### src/core/pad_mux_pkg.sv
package pad_mux_pkg;

  // ****************************************************************
  // Sizes and select codes
  // ****************************************************************

  // Number of multiplexed pads.
  localparam int unsigned PAD_COUNT = 9;
  // Width of one function-select field.
  localparam int unsigned FUNC_W = 3;
  // Width of one pull-select field.
  localparam int unsigned PULL_W = 2;

  // Function codes, column order of the pad function table.
  localparam logic [2:0] FUNC_GPIO_IN  = 3'h0;
  localparam logic [2:0] FUNC_ALT_1    = 3'h1;
  localparam logic [2:0] FUNC_ALT_2    = 3'h2;
  localparam logic [2:0] FUNC_ALT_3    = 3'h3;
  localparam logic [2:0] FUNC_ALT_4    = 3'h4;
  localparam logic [2:0] FUNC_ANALOG   = 3'h5;
  localparam logic [2:0] FUNC_GPIO_OUT = 3'h6;
  localparam logic [2:0] FUNC_GPIO_DIS = 3'h7;

  // Pull codes.
  localparam logic [1:0] PULL_NONE = 2'h0;
  localparam logic [1:0] PULL_UP   = 2'h1;
  localparam logic [1:0] PULL_DOWN = 2'h2;

  // Reset values of each field.
  localparam logic [2:0] FUNC_RESET = FUNC_GPIO_DIS;
  localparam logic [1:0] PULL_RESET = PULL_NONE;

  // Reset levels of the pad pull-ups (pads 3 to 8) and of the peripheral input lines.
  localparam logic [8:0] PAD_PU_RESET    = 9'h1F8;
  localparam logic [5:0] PERIPH_IN_RESET = 6'h2E;

  // Pad indices with fixed roles.
  localparam int unsigned PAD_STRAP = 5;

  // Cycles after reset release at which the strap is sampled.
  localparam logic [3:0] STRAP_DELAY = 4'h8;

  // Start-up sequencer states.
  typedef enum logic [2:0] {
    ST_WAIT   = 3'b001,
    ST_DLOAD  = 3'b010,
    ST_NORMAL = 3'b100
  } boot_state_t;

endpackage

### src/core/pad_cfg_store.sv
// ****************************************************************
// Per-pad function and pull select storage
// ****************************************************************
module pad_cfg_store
(
  input  wire logic        ref_clk,
  input  wire logic        sys_rst,
  input  wire logic        wr_en,
  input  wire logic [3:0]  wr_pad,
  input  wire logic [2:0]  wr_func,
  input  wire logic [1:0]  wr_pull,
  output logic      [26:0] func_sel,
  output logic      [17:0] pull_sel
);

  typedef struct packed {
    logic [26:0] func;
    logic [17:0] pull;
  } store_t;

  store_t state_reg;
  store_t state_next;

  // Writes one pad's fields, addressed by index; other indices are ignored.
  always_comb
  begin
    state_next = state_reg;
    for (int i = 0; i < pad_mux_pkg::PAD_COUNT; i++)
    begin
      if (wr_en && wr_pad == 4'(i))
      begin
        state_next.func[i*3 +: 3] = wr_func;
        state_next.pull[i*2 +: 2] = wr_pull;
      end
    end
  end

  // Registers the state; both fields reset to disabled input, no pull.
  always_ff @(posedge ref_clk)
  begin
    if (sys_rst)
    begin
      state_reg.func <= {pad_mux_pkg::PAD_COUNT{pad_mux_pkg::FUNC_RESET}};
      state_reg.pull <= {pad_mux_pkg::PAD_COUNT{pad_mux_pkg::PULL_RESET}};
    end
    else
    begin
      state_reg <= state_next;
    end
  end

  assign func_sel = state_reg.func;
  assign pull_sel = state_reg.pull;

endmodule // pad_cfg_store

### src/core/boot_strap_seq.sv
// ****************************************************************
// Start-up sequencer and boot strap capture
// ****************************************************************
module boot_strap_seq
(
  input  wire logic ref_clk,
  input  wire logic sys_rst,
  input  wire logic strap_in,
  output logic      boot_done,
  output logic      download_mode
);

  typedef struct packed {
    pad_mux_pkg::boot_state_t st;
    logic [3:0]               cnt;
  } seq_t;

  seq_t state_reg;
  seq_t state_next;

  // Waits a short settle time with pull-ups on, then samples the strap once.
  always_comb
  begin
    state_next = state_reg;
    case (state_reg.st)
      pad_mux_pkg::ST_WAIT:
      begin
        if (state_reg.cnt == pad_mux_pkg::STRAP_DELAY)
        begin
          state_next.st = strap_in ? pad_mux_pkg::ST_DLOAD : pad_mux_pkg::ST_NORMAL;
        end
        else
        begin
          state_next.cnt = state_reg.cnt + 4'h1;
        end
      end
      default:
      begin
        state_next = state_reg;
      end
    endcase
  end

  // Registers the sequencer.
  always_ff @(posedge ref_clk)
  begin
    if (sys_rst)
    begin
      state_reg.st  <= pad_mux_pkg::ST_WAIT;
      state_reg.cnt <= 4'h0;
    end
    else
    begin
      state_reg <= state_next;
    end
  end

  assign boot_done     = (state_reg.st != pad_mux_pkg::ST_WAIT);
  assign download_mode = (state_reg.st == pad_mux_pkg::ST_DLOAD);

endmodule // boot_strap_seq

### src/core/pad_function_mux.sv
// Notes on behaviour
// - Reset holds pads 5-8 input-off, pull-up on.
// - Pad 5 high after reset selects download.
// - Pad 5 low starts normally; four functions.
// - Firmware programs pull and function per pad.
// - Pad 6: GPIO, CTS, receive, SPI clock.
// - Pad 7: GPIO, memory clock, SPI out.
// - Pad 8: GPIO, memory data, SPI in.
// - Pads 0-2: wake-up, analog, pulse output.
// - Pads 3-4: primary, SPI, secondary UART.
// - Pads 5-6: flow, secondary, relocated primary.
// - SPI data routed to one pad only.
// - Firmware and host both set assignments.
// - Reset holds pad 3 input-off, pull-up on.
// - Download mode drops primary UART on pads 3-4, pulls them up.
module pad_function_mux
(
  input  wire logic        ref_clk,
  input  wire logic        sys_rst,
  // Firmware write port.
  input  wire logic        fw_wr_en,
  input  wire logic [3:0]  fw_wr_pad,
  input  wire logic [2:0]  fw_wr_func,
  input  wire logic [1:0]  fw_wr_pull,
  // Host command write port.
  input  wire logic        host_wr_en,
  input  wire logic [3:0]  host_wr_pad,
  input  wire logic [2:0]  host_wr_func,
  input  wire logic [1:0]  host_wr_pull,
  // Status.
  output logic             boot_done,
  output logic             download_mode,
  // Pads.
  input  wire logic [8:0]  pad_in,
  output logic      [8:0]  pad_out,
  output logic      [8:0]  pad_oe,
  output logic      [8:0]  pad_ie,
  output logic      [8:0]  pad_pu,
  output logic      [8:0]  pad_pd,
  output logic      [8:0]  pad_analog,
  // GPIO core side.
  input  wire logic [8:0]  gpio_out,
  output logic      [8:0]  gpio_in,
  // Peripheral side.
  output logic             wake_up_in,
  input  wire logic        pulse_output_0,
  input  wire logic        primary_uart_transmit,
  output logic             primary_uart_receive,
  input  wire logic        primary_uart_request_to_send,
  output logic             primary_uart_clear_to_send,
  input  wire logic        secondary_uart_transmit,
  output logic             secondary_uart_receive,
  input  wire logic        spi_chip_select_out,
  input  wire logic        spi_clock_out,
  input  wire logic        spi_data_out,
  output logic             spi_data_in,
  input  wire logic        mem_i2c_clock_out,
  input  wire logic        mem_i2c_data_out,
  input  wire logic        mem_i2c_data_oe,
  output logic             mem_i2c_data_in
);

  // ****************************************************************
  // Configuration write arbitration
  // ****************************************************************

  logic        wr_en;
  logic [3:0]  wr_pad;
  logic [2:0]  wr_func;
  logic [1:0]  wr_pull;
  logic [26:0] func_sel;
  logic [17:0] pull_sel;

  // Both sources may write; firmware wins a same-cycle collision.
  always_comb
  begin
    wr_en   = boot_done && (fw_wr_en || host_wr_en);
    wr_pad  = fw_wr_en ? fw_wr_pad : host_wr_pad;
    wr_func = fw_wr_en ? fw_wr_func : host_wr_func;
    wr_pull = fw_wr_en ? fw_wr_pull : host_wr_pull;
  end

  pad_cfg_store u_store
  (
    .ref_clk  (ref_clk),
    .sys_rst  (sys_rst),
    .wr_en    (wr_en),
    .wr_pad   (wr_pad),
    .wr_func  (wr_func),
    .wr_pull  (wr_pull),
    .func_sel (func_sel),
    .pull_sel (pull_sel)
  );

  boot_strap_seq u_boot
  (
    .ref_clk       (ref_clk),
    .sys_rst       (sys_rst),
    .strap_in      (pad_in[pad_mux_pkg::PAD_STRAP]),
    .boot_done     (boot_done),
    .download_mode (download_mode)
  );

  // ****************************************************************
  // Per-pad decode helper
  // ****************************************************************

  // Returns the function code of one pad.
  function automatic logic [2:0] fsel(input logic [26:0] f, input int unsigned p);
    fsel = f[p*3 +: 3];
  endfunction

  // ****************************************************************
  // Output data registers
  // ****************************************************************

  typedef struct packed {
    logic [8:0] out;
    logic [8:0] oe;
    logic [8:0] ie;
    logic [8:0] pu;
    logic [8:0] pd;
    logic [8:0] an;
    logic [8:0] gin;
    logic [5:0] per;
  } pads_t;

  pads_t state_reg;
  pads_t state_next;
  logic  dl_any;

  // Builds the pad controls from the selects; all pads default to GPIO.
  always_comb
  begin
    state_next     = '0;
    dl_any         = download_mode;
    state_next.gin = pad_in;
    for (int p = 0; p < pad_mux_pkg::PAD_COUNT; p++)
    begin
      // Default plain input/output; unassigned codes fall here too.
      state_next.ie[p]  = fsel(func_sel, p) != pad_mux_pkg::FUNC_GPIO_DIS;
      state_next.oe[p]  = fsel(func_sel, p) == pad_mux_pkg::FUNC_GPIO_OUT;
      state_next.out[p] = gpio_out[p];
      state_next.pu[p]  = pull_sel[p*2 +: 2] == pad_mux_pkg::PULL_UP;
      state_next.pd[p]  = pull_sel[p*2 +: 2] == pad_mux_pkg::PULL_DOWN;
    end
    // Pad 0 wake-up; pad 1 analog; pad 2 analog or pulse output.
    state_next.per[0] = (fsel(func_sel, 0) == pad_mux_pkg::FUNC_ALT_1) & pad_in[0];
    state_next.an[1]  = fsel(func_sel, 1) == pad_mux_pkg::FUNC_ANALOG;
    state_next.an[2]  = fsel(func_sel, 2) == pad_mux_pkg::FUNC_ANALOG;
    if (fsel(func_sel, 2) == pad_mux_pkg::FUNC_ALT_1)
    begin
      state_next.oe[2]  = 1'b1;
      state_next.out[2] = pulse_output_0;
    end
    for (int p = 1; p < 3; p++)
    begin
      if (state_next.an[p])
      begin
        state_next.ie[p] = 1'b0;
      end
    end
    // Pads 3 and 4: primary UART, SPI data, secondary UART.
    case (fsel(func_sel, 3))
      pad_mux_pkg::FUNC_ALT_1:
      begin
        state_next.oe[3]  = 1'b1;
        state_next.out[3] = primary_uart_transmit;
      end
      pad_mux_pkg::FUNC_ALT_3:
      begin
        state_next.oe[3]  = 1'b1;
        state_next.out[3] = spi_data_out;
      end
      pad_mux_pkg::FUNC_ALT_4:
      begin
        state_next.oe[3]  = 1'b1;
        state_next.out[3] = secondary_uart_transmit;
      end
      default: ;
    endcase
    case (fsel(func_sel, 4))
      pad_mux_pkg::FUNC_ALT_1: state_next.per[1] = pad_in[4];
      pad_mux_pkg::FUNC_ALT_4: state_next.per[3] = pad_in[4];
      default: ;
    endcase
    // Pad 5 outputs, pad 6 inputs or SPI clock.
    case (fsel(func_sel, 5))
      pad_mux_pkg::FUNC_ALT_1:
      begin
        state_next.oe[5]  = 1'b1;
        state_next.out[5] = primary_uart_request_to_send;
      end
      pad_mux_pkg::FUNC_ALT_2:
      begin
        state_next.oe[5]  = 1'b1;
        state_next.out[5] = secondary_uart_transmit;
      end
      pad_mux_pkg::FUNC_ALT_3:
      begin
        state_next.oe[5]  = 1'b1;
        state_next.out[5] = spi_chip_select_out;
      end
      pad_mux_pkg::FUNC_ALT_4:
      begin
        state_next.oe[5]  = 1'b1;
        state_next.out[5] = primary_uart_transmit;
      end
      default: ;
    endcase
    state_next.per[2] = 1'b1;
    case (fsel(func_sel, 6))
      pad_mux_pkg::FUNC_ALT_1: state_next.per[2] = pad_in[6];
      pad_mux_pkg::FUNC_ALT_2: state_next.per[3] = pad_in[6];
      pad_mux_pkg::FUNC_ALT_3:
      begin
        state_next.oe[6]  = 1'b1;
        state_next.out[6] = spi_clock_out;
      end
      pad_mux_pkg::FUNC_ALT_4: state_next.per[1] = pad_in[6];
      default: ;
    endcase
    // Idle-high receive lines when nothing is routed to them.
    if (fsel(func_sel, 4) != pad_mux_pkg::FUNC_ALT_1 && fsel(func_sel, 6) != pad_mux_pkg::FUNC_ALT_4)
    begin
      state_next.per[1] = 1'b1;
    end
    if (fsel(func_sel, 4) != pad_mux_pkg::FUNC_ALT_4 && fsel(func_sel, 6) != pad_mux_pkg::FUNC_ALT_2)
    begin
      state_next.per[3] = 1'b1;
    end
    // Pad 7 memory clock or SPI out; pad 3 has priority for SPI out.
    if (fsel(func_sel, 7) == pad_mux_pkg::FUNC_ALT_2)
    begin
      state_next.oe[7]  = 1'b1;
      state_next.out[7] = mem_i2c_clock_out;
    end
    else if (fsel(func_sel, 7) == pad_mux_pkg::FUNC_ALT_3 && fsel(func_sel, 3) != pad_mux_pkg::FUNC_ALT_3)
    begin
      state_next.oe[7]  = 1'b1;
      state_next.out[7] = spi_data_out;
    end
    // Pad 8 memory data or SPI in; pad 4 has priority for SPI in.
    state_next.per[5] = 1'b1;
    if (fsel(func_sel, 8) == pad_mux_pkg::FUNC_ALT_2)
    begin
      state_next.oe[8]  = mem_i2c_data_oe;
      state_next.out[8] = mem_i2c_data_out;
      state_next.per[5] = pad_in[8];
    end
    if (fsel(func_sel, 4) == pad_mux_pkg::FUNC_ALT_3)
    begin
      state_next.per[4] = pad_in[4];
    end
    else if (fsel(func_sel, 8) == pad_mux_pkg::FUNC_ALT_3)
    begin
      state_next.per[4] = pad_in[8];
    end
    // Download mode drops primary UART on pads 3-4 and pulls them up.
    if (dl_any)
    begin
      for (int p = 3; p < 5; p++)
      begin
        if (fsel(func_sel, p) == pad_mux_pkg::FUNC_ALT_1)
        begin
          state_next.oe[p] = 1'b0;
        end
        state_next.pu[p] = 1'b1;
        state_next.pd[p] = 1'b0;
      end
      state_next.per[1] = 1'b1;
    end
    // Start-up window keeps pads 3 and 5-8 input-off with pull-ups.
    if (!boot_done)
    begin
      for (int p = 3; p < 9; p++)
      begin
        if (p != 4)
        begin
          state_next.ie[p] = 1'b0;
          state_next.pu[p] = 1'b1;
          state_next.pd[p] = 1'b0;
          state_next.oe[p] = 1'b0;
        end
      end
      state_next.pu[4] = 1'b1;
      state_next.ie[4] = 1'b0;
      state_next.oe[4] = 1'b0;
    end
  end

  // Registers pad controls; reset values are the reset pad states.
  always_ff @(posedge ref_clk)
  begin
    if (sys_rst)
    begin
      state_reg     <= '0;
      state_reg.pu  <= pad_mux_pkg::PAD_PU_RESET;
      state_reg.per <= pad_mux_pkg::PERIPH_IN_RESET;
    end
    else
    begin
      state_reg <= state_next;
    end
  end

  // Drives the ports from the registered copy.
  assign pad_out                    = state_reg.out;
  assign pad_oe                     = state_reg.oe;
  assign pad_ie                     = state_reg.ie;
  assign pad_pu                     = state_reg.pu;
  assign pad_pd                     = state_reg.pd;
  assign pad_analog                 = state_reg.an;
  assign gpio_in                    = state_reg.gin & state_reg.ie;
  assign wake_up_in                 = state_reg.per[0];
  assign primary_uart_receive       = state_reg.per[1];
  assign primary_uart_clear_to_send = state_reg.per[2];
  assign secondary_uart_receive     = state_reg.per[3];
  assign spi_data_in                = state_reg.per[4];
  assign mem_i2c_data_in            = state_reg.per[5];

endmodule // pad_function_mux

### config.mk
export PLATFORM = sky130hd
export DESIGN_NAME = pad_function_mux
export DESIGN_NICKNAME = d
export VERILOG_FILES = /design/src/core/pad_mux_pkg.sv /design/src/core/pad_cfg_store.sv /design/src/core/boot_strap_seq.sv /design/src/core/pad_function_mux.sv
export SDC_FILE = /design/constraint.sdc
export NUM_CORES = 1
export LEC_CHECK = 0
export BUFFER_PORTS_ARGS = -buffer_cell sky130_fd_sc_hd__buf_2
export CORE_MARGIN = 4
export CORE_UTILIZATION = 50
export CTS_CLUSTER_DIAMETER = 80
export DETAILED_ROUTE_END_ITERATION = 7
export GPL_ROUTABILITY_DRIVEN = 0
export PLACE_DENSITY = 0.84
export SYNTH_ARGS = -nofsm -noshare
export SYNTH_HDL_FRONTEND = slang
export SYNTH_SLANG_ARGS = --single-unit
### constraint.sdc
create_clock -name ref_clk -period 2 [get_ports ref_clk]
set_input_delay 0.2 -clock ref_clk [delete_from_list [all_inputs] [get_ports ref_clk]]
set_output_delay 0.2 -clock ref_clk [all_outputs]
set_load 0.01 [all_outputs]
==> run summary <==
Outcome: finished clean
Hold path startpoint: secondary_uart_transmit
# nets final: 627
Starting Density: 52.1%
Avg Synthesized Cell Area: 9.74 um2
CP max stage delay: 400 ps
HPWL after detailed placement: 7.21 mm
Max Cap Violations: 0
Required time of the critical path: 1800 ps
Area growth, synth to finish: 24.4%
Worst Max-Slew Pin Slew: 649 ps
Highest clock rate: 0.534 GHz
Element type at the critical path start: register
HP Class: input port to register
Syn Inst Count: 476
Peak supply drop: 0.496 mV
Critical path, cell by cell: nor3b_4 -> buf_4 -> inv_1 -> buf_2
Internal reg-to-reg setup slack: 160 ps
Initial antenna violation count: 0
Final worst path period share: 93.6%
Vias post-DR: 3,518
PwrDens: 950 nW/um2
Vias in the first global route: 3,611
Clock Skews: 8.24 ps
Fillers: 678
CTS H-tree depth: 4
Synth Cell Area: 4640 um2
DRC: 0
DR pass1 iterations: 5
Slowest cell on crit path: nor3b_4
CORE AREA: 8890 um2
Core Rows: 34
WL/cell: 14.9 um
Share of cells above drive strength 1: 29.1%
Flops & latches, synth: 114
Postcts setup bufs: 0
Clk_lat worst skew: 510 ps
Worst setup path startpoint: u_boot.state_reg[6]$_SDFFE_PP0P_
Most frequent cells after synthesis: 114 x dfxtp_1, 60 x nor2_1, 55 x buf_4
CTS Sinks: 114
Syn. warnings: 0
Worst setup EP type: output pin
First-pass GRT wire length: 17.2 mm
Chip width: 104 um
Storage element area: 2280 um2
# setup viols final: 0
Tot Pwr: 0.00548 W
Total placed cells including tap cells: 642
Total GRT Usage: 19.6%
Top-count cell post-synth: dfxtp_1
Min Tclk post-route: 1870 ps
# IOs: 121
Post-synth top flop: dfxtp_1
Port-buffer cells: 113
Relative slew slack: 56.4%
Register area share after synthesis: 49.2%
Yosys cell types: 45
Full die area: 10,900 um2
Final Hold Viols: 0
Num CTS Buffers: 17
Pin count of the biggest net entering global routing: 36
Crit-path max FO: 6
EDFF count, synth: 0
Worst r2r path cells: 4
First DRT Iteration DRCs: 137
Vias per std cell: 5.05
Endpoint of the lowest-slack register-to-register path: pad_out[5]$_SDFF_PP0_
Biggest area consumer among synthesized cells: dfxtp_1
Antenna viol nets, final: 0
End of the critical path: boot_done
Crit path DAT: 1670 ps
Max reg flops: 27
FFs w/ async S/R, synth: 0%
Root Driver: clkbuf_8
RSZ-0062 raised after global routing: false
Post-synth top area share: 49.2%
Top post-synthesis cells by area: dfxtp_1 49%, mux2i_1 11%, buf_4 8.9%
R2R Path Start: u_store.func_sel[15]$_SDFFE_PP1P_
P_leak: 2.82 nW
Worst-path clk slew: 60 ps
Total gr overflow: 0
Setup TNS: 0 ps
CTS tree: yes
Clk buf depth: 2
Ant. Diodes: 0
Multi-input gate area: 1850 um2
Final wirelength: 10.4 mm
Critical path class: register to output pin
Final Max Slew Viols: 0
Finished Layout Cells: 696
Die height: 104 um
[worst max-delay path: cells and delay by family (launching register included)]
kind	cells	cell delay [ps]
flip-flops	1	380
AND/OR/NAND/NOR	1	400
buffers and inverters	3	380
[logic make-up after synthesis]
family                   after synthesis  share of synthesized area [%]
XOR/XNOR                               4                          0.756
AND/OR/NAND/NOR                      169                           19.3
flip-flops                           114                           49.2
other                                  1                         0.0809
multiplexers                          53                           11.7
buffers and inverters                 85                           11.4
AO/OA/AOI/OAI                         48                           7.02
adder cells (fa/ha/maj)                2                          0.540
[what timing repair did]
item | 4_1_cts | 5_1_grt
setup endpoints to repair | 1 | 0
endpoints found under the hold margin | 24 | 0
hold buffers | 22 | 0
resized for setup | 1 | 0
[report_power, final]
group | total (W) | internal, W | switching (W)
logic | 0.000265 | 0.000131 | 0.000135
clock network | 0.00290 | 0.00187 | 0.00103
registers | 0.00231 | 0.00230 | 0.0000118
[layout by cell type, fill, tap and decap left out, types with 2 or more instances in the layout]
cell	n
nor4bb_1	2
mux2i_1	52
clkinvlp_4	5
xor2_1	3
nand2_1	14
or2_2	4
dfxtp_1	114
nand2_2	6
buf_4	9
nor3_1	5
a211oi_1	5
and3_1	9
clkbuf_8	4
a21oi_1	12
buf_2	113
nand3_1	4
o21ai_0	10
a31oi_1	8
bufinv_16	2
or3b_2	2
nand4b_1	2
and2_1	10
dlygate4sd3_1	22
nand2b_1	27
clkinv_2	3
nor2_1	60
ha_1	2
o32ai_1	4
clkbuf_16	16
nand3b_1	2
conb_1	7
o31ai_1	2
nor2b_1	16
inv_1	15
[layer usage]
layer,global-route usage (%),part of all wire (%),up-vias
met3,6.39,5.6,16
li1,-,-,1739
met1,23.4,44,1652
met5,0,0,-
met4,7.12,1.5,0
met2,32.8,49,111
[layout make-up]
| class | count | share of cell area [%] |
|---|---|---|
| clock buffers | 20 | 7.90 |
| clock inverters | 12 | 2.26 |
| inverters | 15 | 0.976 |
| multi-input cells | 283 | 32.2 |
| flip-flops and latches | 114 | 39.6 |
| well taps | 108 | 2.34 |
| repair buffers | 144 | 14.8 |
[worst min path at each step]
stage | endpoint | slack (ps) | depth (start not counted)
after detailed placement | pad_pu[0]$_SDFF_PP0_ | 410 | 1
final | pad_out[3]$_SDFF_PP0_ | 40 | 3
after CTS | pad_out[3]$_SDFF_PP0_ | 20 | 3
after global placement | pad_pd[2]$_SDFF_PP0_ | 410 | 1
after global routing | pad_out[3]$_SDFF_PP0_ | 40 | 3
after floorplan | mem_i2c_data_in$_SDFF_PP1_ | 300 | 1
[metrics by stage]
step / instance area (um2) / hold slack (ps) / utilization [%] / worst slack [ps]
6_report: 5770 / 40.9 / 64.9 / 127
5_1_grt: 5770 / 35.2 / 64.9 / 30.5
4_1_cts: 5770 / 16.6 / 64.9 / 105
3_5_place_dp: 4950 / 406 / 55.7 / 59.7
3_3_place_gp: 4950 / 412 / 55.7 / 153
2_1_floorplan: 4660 / 304 / - / 474
(Power assumes the default switching activity.)
